<file path="src/inc/t1a_pkg.sv">
// t1a timer package: register map, field layouts, reset values
package t1a_pkg;

    // --------------------------------------------------------------
    // register byte offsets
    // --------------------------------------------------------------
    localparam logic [7:0] ADDR_CNT_LOW = 8'h00;
    localparam logic [7:0] ADDR_CNT_HIGH = 8'h04;
    localparam logic [7:0] ADDR_CTRL = 8'h08;
    localparam logic [7:0] ADDR_STATUS = 8'h0C;
    localparam logic [7:0] ADDR_CLEAR = 8'h10;
    localparam logic [7:0] ADDR_ENABLE = 8'h14;
    localparam logic [7:0] ADDR_CMP0_VAL = 8'h18;
    localparam logic [7:0] ADDR_CMP0_MODE = 8'h1C;
    localparam logic [7:0] ADDR_CMP1_VAL = 8'h20;
    localparam logic [7:0] ADDR_CMP1_MODE = 8'h24;

    // --------------------------------------------------------------
    // field layouts
    // --------------------------------------------------------------
    typedef struct packed {
        logic [1:0] rsvd;
        logic [1:0] prescale;
        logic osc_en;
        logic sync_bypass;
        logic clk_sel;
        logic run;
    } t1a_ctrl_s;

    typedef struct packed {
        logic [3:0] mode;
        logic [15:0] value;
    } t1a_cmp_s;

    // status, clear and enable share this layout
    localparam int NUM_EVT = 2;
    localparam int EVT_OVF = 0;
    localparam int EVT_TRIG = 1;

    // --------------------------------------------------------------
    // reset values and codes
    // --------------------------------------------------------------
    localparam t1a_ctrl_s CTRL_RESET = 8'h00;
    localparam t1a_cmp_s CMP_RESET = 20'h00000;
    localparam logic [NUM_EVT-1:0] EVT_RESET = 2'h0;
    localparam logic [3:0] CMP_MODE_TRIG = 4'hB;
    localparam logic [15:0] COUNT_MAX = 16'hFFFF;
    localparam logic [1:0] INSTR_DIV_LAST = 2'h3;
    localparam logic HRESP_OKAY = 1'b0;

endpackage

</file>
<file path="src/core/t1a_sync2.sv">
// t1a two flip-flop synchroniser for pin inputs
`timescale 1ns/100ps
module t1a_sync2 #(
    parameter int WIDTH = 1
) (
    // clock and reset
    input logic clk,
    input logic rst_n,
    // asynchronous in, synchronised out
    input logic [WIDTH-1:0] d,
    output logic [WIDTH-1:0] q
);
    logic [WIDTH-1:0] meta_reg;

    // first stage feeds only the second stage
    always_ff @(posedge clk) begin
        if (!rst_n) begin
            meta_reg <= '0;
            q <= '0;
        end else begin
            meta_reg <= d;
            q <= meta_reg;
        end
    end
endmodule

</file>
<file path="src/core/t1a_prescaler.sv">
// t1a counter prescaler: 1:1, 1:2, 1:4 or 1:8 tick divider
`timescale 1ns/100ps
module t1a_prescaler #(
    parameter int WIDTH = 3
) (
    // clock and reset
    input logic clk,
    input logic rst_n,
    // tick in, divided pulse out
    input logic tick,
    input logic [1:0] sel,
    input logic clr,
    output logic pulse
);
    logic [WIDTH-1:0] cnt_reg;
    logic [WIDTH-1:0] mask;

    assign mask = WIDTH'((4'h1 << sel) - 4'h1);
    assign pulse = tick && ((cnt_reg & mask) == mask);

    always_ff @(posedge clk) begin
        if (!rst_n) begin
            cnt_reg <= '0;
        end else if (clr) begin
            cnt_reg <= '0;
        end else if (tick) begin
            cnt_reg <= cnt_reg + WIDTH'(1);
        end
    end
endmodule

</file>
<file path="src/core/t1a_timer.sv">
// t1a 16-bit timer/counter with AHB-Lite register slave
`timescale 1ns/100ps

// How it works
// - byte reads always return coherent values
// - write during increment gives no guaranteed value
// - oscillator runs only while enable bit set
// - oscillator keeps running during sleep
// - trigger-mode compare match clears the count
// - trigger clear never sets overflow flag
// - trigger clear only in synchronised modes
// - count write beats simultaneous trigger
// - compare value acts as counter period
// - count bytes survive every reset
// - power-on reset zeroes control register
// - bypass bit counts external edges unaligned
// - async mode gives no compare time base
// - count write clears the prescaler
module t1a_timer (
    // clock and power-on/brown-out reset
    input logic clk,
    input logic rst_n,
    // ahb-lite slave
    input logic hsel,
    input logic [31:0] haddr,
    input logic [1:0] htrans,
    input logic hwrite,
    input logic [2:0] hsize,
    input logic hready,
    input logic [31:0] hwdata,
    output logic [31:0] hrdata,
    output logic hreadyout,
    output logic hresp,
    // oscillator pins and core state
    input logic osc_input_pin,
    output logic osc_amp_enable,
    input logic sleep,
    // interrupt
    output logic irq
);

    // --------------------------------------------------------------
    // declarations
    // --------------------------------------------------------------
    t1a_pkg::t1a_ctrl_s ctrl_reg;
    t1a_pkg::t1a_cmp_s cmp_reg [2];
    logic [15:0] count_reg;
    logic [15:0] count_next;
    logic [t1a_pkg::NUM_EVT-1:0] status_reg;
    logic [t1a_pkg::NUM_EVT-1:0] enable_reg;
    logic [t1a_pkg::NUM_EVT-1:0] evt;
    logic [t1a_pkg::NUM_EVT-1:0] clr_mask;
    logic [7:0] addr_reg;
    logic wr_pend_reg;
    logic rd_wait_reg;
    logic [31:0] hrdata_reg;
    logic [31:0] rd_mux;
    logic addr_ok;
    logic wr_low;
    logic wr_high;
    logic wr_ctrl;
    logic wr_clear;
    logic wr_enable;
    logic sw_cnt_wr;
    logic ext_sync;
    logic ext_prev_reg;
    logic ext_rise;
    logic sync_pend_reg;
    logic [1:0] instr_cnt_reg;
    logic instr_tick;
    logic async_mode;
    logic src_tick;
    logic pre_in;
    logic inc_tick;
    logic [1:0] match;
    logic trig;
    logic ovf_evt;

    // --------------------------------------------------------------
    // ahb-lite address and data phase
    // --------------------------------------------------------------
    assign addr_ok = hsel && htrans[1] && hready;

    // reads take one wait state so a write just before is seen
    always_ff @(posedge clk) begin
        if (!rst_n) begin
            wr_pend_reg <= 1'b0;
            rd_wait_reg <= 1'b0;
        end else begin
            wr_pend_reg <= addr_ok && hwrite;
            rd_wait_reg <= addr_ok && !hwrite;
        end
    end

    always_ff @(posedge clk) begin
        if (!rst_n) begin
            addr_reg <= 8'h00;
        end else if (addr_ok) begin
            addr_reg <= haddr[7:0];
        end
    end

    assign hreadyout = !rd_wait_reg;
    assign hresp = t1a_pkg::HRESP_OKAY;
    assign hrdata = hrdata_reg;

    // --------------------------------------------------------------
    // write strobes
    // --------------------------------------------------------------
    assign wr_low = wr_pend_reg && addr_reg == t1a_pkg::ADDR_CNT_LOW;
    assign wr_high = wr_pend_reg && addr_reg == t1a_pkg::ADDR_CNT_HIGH;
    assign wr_ctrl = wr_pend_reg && addr_reg == t1a_pkg::ADDR_CTRL;
    assign wr_clear = wr_pend_reg && addr_reg == t1a_pkg::ADDR_CLEAR;
    assign wr_enable = wr_pend_reg && addr_reg == t1a_pkg::ADDR_ENABLE;
    assign sw_cnt_wr = wr_low || wr_high;

    // --------------------------------------------------------------
    // read mux
    // --------------------------------------------------------------
    // count bytes are plain clk-domain flops, so a read is coherent
    always_comb begin
        rd_mux = 32'h00000000;
        case (addr_reg)
            t1a_pkg::ADDR_CNT_LOW: begin
                rd_mux[7:0] = count_reg[7:0];
            end
            t1a_pkg::ADDR_CNT_HIGH: begin
                rd_mux[7:0] = count_reg[15:8];
            end
            t1a_pkg::ADDR_CTRL: begin
                rd_mux[7:0] = ctrl_reg;
            end
            t1a_pkg::ADDR_STATUS: begin
                rd_mux[t1a_pkg::NUM_EVT-1:0] = status_reg;
            end
            t1a_pkg::ADDR_ENABLE: begin
                rd_mux[t1a_pkg::NUM_EVT-1:0] = enable_reg;
            end
            t1a_pkg::ADDR_CMP0_VAL: begin
                rd_mux[15:0] = cmp_reg[0].value;
            end
            t1a_pkg::ADDR_CMP0_MODE: begin
                rd_mux[3:0] = cmp_reg[0].mode;
            end
            t1a_pkg::ADDR_CMP1_VAL: begin
                rd_mux[15:0] = cmp_reg[1].value;
            end
            t1a_pkg::ADDR_CMP1_MODE: begin
                rd_mux[3:0] = cmp_reg[1].mode;
            end
            default: begin
                rd_mux = 32'h00000000;
            end
        endcase
    end

    always_ff @(posedge clk) begin
        if (!rst_n) begin
            hrdata_reg <= 32'h00000000;
        end else if (rd_wait_reg) begin
            hrdata_reg <= rd_mux;
        end
    end

    // --------------------------------------------------------------
    // control and compare registers
    // --------------------------------------------------------------
    // only power-on/brown-out reaches rst_n; other resets leave it
    always_ff @(posedge clk) begin
        if (!rst_n) begin
            ctrl_reg <= t1a_pkg::CTRL_RESET;
        end else if (wr_ctrl) begin
            ctrl_reg <= t1a_pkg::t1a_ctrl_s'({2'h0, hwdata[5:0]});
        end
    end

    always_ff @(posedge clk) begin
        if (!rst_n) begin
            cmp_reg[0] <= t1a_pkg::CMP_RESET;
            cmp_reg[1] <= t1a_pkg::CMP_RESET;
        end else if (wr_pend_reg) begin
            unique case (addr_reg)
                t1a_pkg::ADDR_CMP0_VAL: cmp_reg[0].value <= hwdata[15:0];
                t1a_pkg::ADDR_CMP0_MODE: cmp_reg[0].mode <= hwdata[3:0];
                t1a_pkg::ADDR_CMP1_VAL: cmp_reg[1].value <= hwdata[15:0];
                t1a_pkg::ADDR_CMP1_MODE: cmp_reg[1].mode <= hwdata[3:0];
                default: begin
                end
            endcase
        end
    end

    // --------------------------------------------------------------
    // oscillator enable
    // --------------------------------------------------------------
    // sleep is deliberately not looked at here
    assign osc_amp_enable = ctrl_reg.osc_en;

    // --------------------------------------------------------------
    // clock sources
    // --------------------------------------------------------------
    t1a_sync2 #(
        .WIDTH(1)
    ) u_sync (
        .clk(clk),
        .rst_n(rst_n),
        .d(osc_input_pin),
        .q(ext_sync)
    );

    always_ff @(posedge clk) begin
        if (!rst_n) begin
            ext_prev_reg <= 1'b0;
        end else begin
            ext_prev_reg <= ext_sync;
        end
    end

    assign ext_rise = ext_sync && !ext_prev_reg;

    // instruction-rate enable: one pulse every four clocks
    always_ff @(posedge clk) begin
        if (!rst_n) begin
            instr_cnt_reg <= 2'h0;
        end else begin
            instr_cnt_reg <= instr_cnt_reg + 2'h1;
        end
    end

    assign instr_tick = instr_cnt_reg == t1a_pkg::INSTR_DIV_LAST;
    assign async_mode = ctrl_reg.clk_sel && ctrl_reg.sync_bypass;

    // synchronised mode holds an edge until the next instruction
    // phase; bypass mode counts it at once
    always_ff @(posedge clk) begin
        if (!rst_n) begin
            sync_pend_reg <= 1'b0;
        end else if (instr_tick) begin
            sync_pend_reg <= 1'b0;
        end else if (ext_rise) begin
            sync_pend_reg <= 1'b1;
        end
    end

    always_comb begin
        if (!ctrl_reg.clk_sel) begin
            src_tick = instr_tick;
        end else if (ctrl_reg.sync_bypass) begin
            src_tick = ext_rise;
        end else begin
            src_tick = instr_tick && (sync_pend_reg || ext_rise);
        end
    end

    // only the unsynchronised counter keeps going in sleep
    assign pre_in = src_tick && ctrl_reg.run && (!sleep || async_mode);

    t1a_prescaler #(
        .WIDTH(3)
    ) u_pre (
        .clk(clk),
        .rst_n(rst_n),
        .tick(pre_in),
        .sel(ctrl_reg.prescale),
        .clr(sw_cnt_wr),
        .pulse(inc_tick)
    );

    // --------------------------------------------------------------
    // special event trigger
    // --------------------------------------------------------------
    // async mode: no trigger at all rather than an unreliable one
    always_comb begin
        for (int i = 0; i < 2; i++) begin
            match[i] = cmp_reg[i].mode == t1a_pkg::CMP_MODE_TRIG &&
                count_reg == cmp_reg[i].value;
        end
    end

    assign trig = (|match) && ctrl_reg.run && !async_mode;

    // --------------------------------------------------------------
    // count
    // --------------------------------------------------------------
    // a write beats both the trigger and an increment; this makes
    // the write/increment collision defined, though not promised
    always_comb begin
        count_next = count_reg;
        if (wr_low) begin
            count_next[7:0] = hwdata[7:0];
        end else if (wr_high) begin
            count_next[15:8] = hwdata[7:0];
        end else if (trig) begin
            count_next = 16'h0000;
        end else if (inc_tick) begin
            count_next = count_reg + 16'h0001;
        end
    end

    // no reset: the count is kept through every reset
    always_ff @(posedge clk) begin
        count_reg <= count_next;
    end

    // --------------------------------------------------------------
    // events and interrupt
    // --------------------------------------------------------------
    assign ovf_evt = inc_tick && count_reg == t1a_pkg::COUNT_MAX &&
        !sw_cnt_wr && !trig;

    always_comb begin
        evt = t1a_pkg::EVT_RESET;
        evt[t1a_pkg::EVT_OVF] = ovf_evt;
        evt[t1a_pkg::EVT_TRIG] = trig && !sw_cnt_wr;
    end

    assign clr_mask = wr_clear ? hwdata[t1a_pkg::NUM_EVT-1:0]
        : t1a_pkg::EVT_RESET;

    // set wins over a clear in the same cycle
    always_ff @(posedge clk) begin
        if (!rst_n) begin
            status_reg <= t1a_pkg::EVT_RESET;
        end else begin
            status_reg <= (status_reg & ~clr_mask) | evt;
        end
    end

    always_ff @(posedge clk) begin
        if (!rst_n) begin
            enable_reg <= t1a_pkg::EVT_RESET;
        end else if (wr_enable) begin
            enable_reg <= hwdata[t1a_pkg::NUM_EVT-1:0];
        end
    end

    assign irq = |(status_reg & enable_reg);
endmodule

</file>
<file path="config.mk">
export PLATFORM = sky130hd
export DESIGN_NAME = t1a_timer
export DESIGN_NICKNAME = d
export VERILOG_FILES = /design/src/inc/t1a_pkg.sv /design/src/core/t1a_sync2.sv /design/src/core/t1a_prescaler.sv /design/src/core/t1a_timer.sv
export SDC_FILE = /design/constraint.sdc
export NUM_CORES = 1
export LEC_CHECK = 0
export ABC_AREA = 1
export BUFFER_PORTS_ARGS = -buffer_cell sky130_fd_sc_hd__buf_4
export CAP_MARGIN = 20
export CORE_MARGIN = 2
export CORE_UTILIZATION = 31
export DETAILED_ROUTE_END_ITERATION = 12
export PLACE_DENSITY_LB_ADDON = 0.15
export SLEW_MARGIN = 10
export SYNTH_ARGS = -nofsm -noshare
export SYNTH_HDL_FRONTEND = slang
export SYNTH_SLANG_ARGS = --single-unit
</file>
<file path="constraint.sdc">
create_clock -name clk -period 2.6 [get_ports clk]
set_clock_uncertainty 0.1 [all_clocks]
set_input_delay 0.26 -clock clk [delete_from_list [all_inputs] [get_ports clk]]
set_output_delay 0.26 -clock clk [all_outputs]
set_load 0.02 [all_outputs]
</file>
==> results.json <==
{
  "vdd_drop_max_v": 0.000325,
  "cp-endpoint": "count_reg[15]",
  "insertion_delay_ns": 0.36,
  "nFillCells": 1816,
  "synth_edf_count": 56,
  "ys.flop_type": "edfxtp_1",
  "setup_viol": 0,
  "synthArstFlopShare": 0,
  "ioPinCount": 112,
  "fp.coreArea_um2": 17200,
  "fmax_mhz": 419,
  "stdcell_area_um2": 6360,
  "cts-resized-gates": 0,
  "maxCapViolations": 0,
  "post_dp_cell_area_um2": 6030,
  "htree_num_levels": 3,
  "powerDensity_nw_per_um2": 551,
  "status": "finished clean",
  "multi_input_area_um2": 2300,
  "rsz0062_at_grt": "false",
  "grt_pass1_wl_um": 25700,
  "die_h_um": 137,
  "grt_usage": 0.186,
  "crit_fanout": 8,
  "cp-startpoint": "count_reg[0]",
  "synthCells": 707,
  "area_growth_syn_to_layout_pct": 16.6,
  "syn_area_per_cell_um2": 7.72,
  "cts_made_buffers": 9,
  "post-cts-setup-buffers": 0,
  "final_cells": 995,
  "routed_wl_um": 16500,
  "final.setup.tns_ns": 0,
  "ys_seq_elements": 101,
  "cts_tree": "yes",
  "drive_gt1_frac": 0.145,
  "critical_path_required_ns": 2.50,
  "regArea_um2": 2580,
  "crit_path_end_kind": "flip-flop",
  "post_drt_wl_per_cell_um": 16.5,
  "synth_cell_type_count": 38,
  "cts_max_path_buffers": 2,
  "startpoint_type": "flip-flop",
  "hp-class": "primary input to flip-flop",
  "syn_area_um2": 5460,
  "first_global_vias": 4649,
  "cts_sinks": 101,
  "fin_crit_sh": 0.917,
  "worst_pin_slew_ns": 0.669,
  "reg2reg_setup_slack_ns": 0.22,
  "cp.arrival_ns": 2.29,
  "dieArea_um2": 18700,
  "drc": 0,
  "grt_max_degree": 25,
  "yosysWarningCount": 0,
  "n_antenna_cell": 0,
  "timing.rr.start": "count_reg[0]",
  "start_util": 0.317,
  "io_buffers": 50,
  "path_class": "flip-flop to flip-flop",
  "chipWidth_um": 137,
  "grt_overflow": 0,
  "vias": 4793,
  "largest_reg_flops": 40,
  "path_clk_slew_ns": 0.07,
  "clock-root-buffer": "clkbuf_16",
  "report.final.slew_viol_count": 0,
  "via_per_inst": 4.82,
  "place_inst": 977,
  "drt_iter0_markers": 383,
  "ys_seq_area_frac": 0.473,
  "period_needed_ns": 2.38,
  "finalHoldViolCount": 0,
  "slew_headroom": 0.552,
  "nets": 844,
  "drt_first_pass_iters": 5,
  "ant_nets": 0,
  "rows": 48,
  "r2r_cells": 12,
  "place.gp.congestion": 0.894,
  "cts_hold_buf": 2,
  "dp_hpwl_um": 12800,
  "cellLeakagePower_nw": 2.85,
  "timing.rr.end": "count_reg[15]",
  "grt_antenna_before_repair": 0,
  "fin_util": 0.369
}
==> layout by cell type, fill, tap and decap left out, types with 3 or more instances in the layout <==
cell type	n
inv_1	96
edfxtp_1	56
conb_1	17
o221ai_1	7
o21ai_1	12
o21ai_0	47
nand2_1	185
xnor2_1	4
nand3_1	37
a21oi_1	33
xor2_1	8
buf_4	62
nand3_2	5
nor2_2	4
inv_2	10
nor2_1	81
dfxtp_1	45
nor2_4	5
clkbuf_16	9
nor3_1	6
nand2_2	4
ha_1	3
nand4_1	8
==> worst min-delay path by stage <==
stage | endpoint | slack (ns) | from | cells after the start
after floorplan | rd_wait_reg | 0.24 | hwrite | 1
after global placement | u_sync.q | 0.31 | u_sync.meta_reg | 2
after detailed placement | u_sync.q | 0.31 | u_sync.meta_reg | 2
after CTS | addr_reg[5] | 0.09 | haddr[5] | 3
after global routing | count_reg[10] | 0.11 | hwdata[2] | 3
final | addr_reg[5] | 0.09 | haddr[5] | 3
==> kinds of logic after synthesis <==
group | Yosys count | share of synthesized area
buffers and inverters | 140 | 0.117
adders and majority gates | 3 | 0.00688
xor gates and xnor gates | 12 | 0.0193
other | 1 | 0.000687
DFF | 101 | 0.473
and+or+nand+nor | 344 | 0.278
AOI/OAI and AO/OA | 106 | 0.105
==> synth_stat cells, types with 2 or more instances <==
cell type / n / area (µm²)
nand2_1: 185 / 694
inv_1: 96 / 360
nor2_1: 81 / 304
edfxtp_1: 56 / 1680
o21ai_0: 49 / 245
dfxtp_1: 45 / 901
nand3_1: 37 / 185
a21oi_1: 33 / 165
buf_4: 17 / 128
inv_2: 10 / 37.5
o21ai_1: 10 / 50.1
clkbuf_1: 8 / 30.0
nand4_1: 8 / 50.1
xor2_1: 8 / 70.1
o221ai_1: 7 / 61.3
buf_6: 6 / 67.6
nor3_1: 6 / 30.0
nand3_2: 5 / 50.1
nor2_4: 5 / 56.3
nand2_2: 4 / 25.0
nor2_2: 4 / 25.0
xnor2_1: 4 / 35.0
ha_1: 3 / 37.5
buf_2: 2 / 10.0
nor3_2: 2 / 20.0
nor3_4: 2 / 32.5
o211ai_1: 2 / 15.0
o22ai_1: 2 / 12.5
==> critical path, cell delays in order (launching register included) <==
cell      delay [ns]
edfxtp_1        0.48
inv_1           0.12
nand2_1         0.07
nand2_1         0.05
nor2_1          0.15
nand2_1         0.08
nor2_1          0.14
nand3_1         0.09
nand2_1         0.12
nand2_1         0.11
nand2_1         0.09
nand2_1         0.06
nand2_1         0.36
==> routing by layer <==
layer,up-vias,track usage,wire length (µm)
met2,143,0.306,7760
met5,-,0,0
met1,2274,0.249,7490
met3,16,0.0322,933
li1,2360,-,-
met4,0,0.0556,280
==> stage by stage <==
step	hold WS [ns]	power (mW)	worst slack (ns)
global route	0.114	3.64	0.0284
detailed placement	0.306	2.08	0.297
finish	0.0863	3.51	0.216
global placement	0.306	2.08	0.336
CTS	0.0861	3.54	0.278
floorplan	0.237	1.97	0.350
==> report_power, final <==
group	internal (mW)	total, mW	switching, mW	leakage, nW
Combinational	0.0971	0.305	0.207	1.77
Sequential	1.72	1.74	0.0268	0.923
Clock	0.844	1.46	0.615	0.156
==> cell type report <==
| cell class | instances | area share |
|---|---|---|
| multi-input cells | 482 | 0.361 |
| flip-flops and latches | 101 | 0.406 |
| well taps | 225 | 0.0442 |
| repair buffers | 64 | 0.0763 |
| clock inverters | 6 | 0.0138 |
| inverters | 107 | 0.0631 |
| clock buffers | 10 | 0.0360 |
Power figures use the tool's default switching activity.
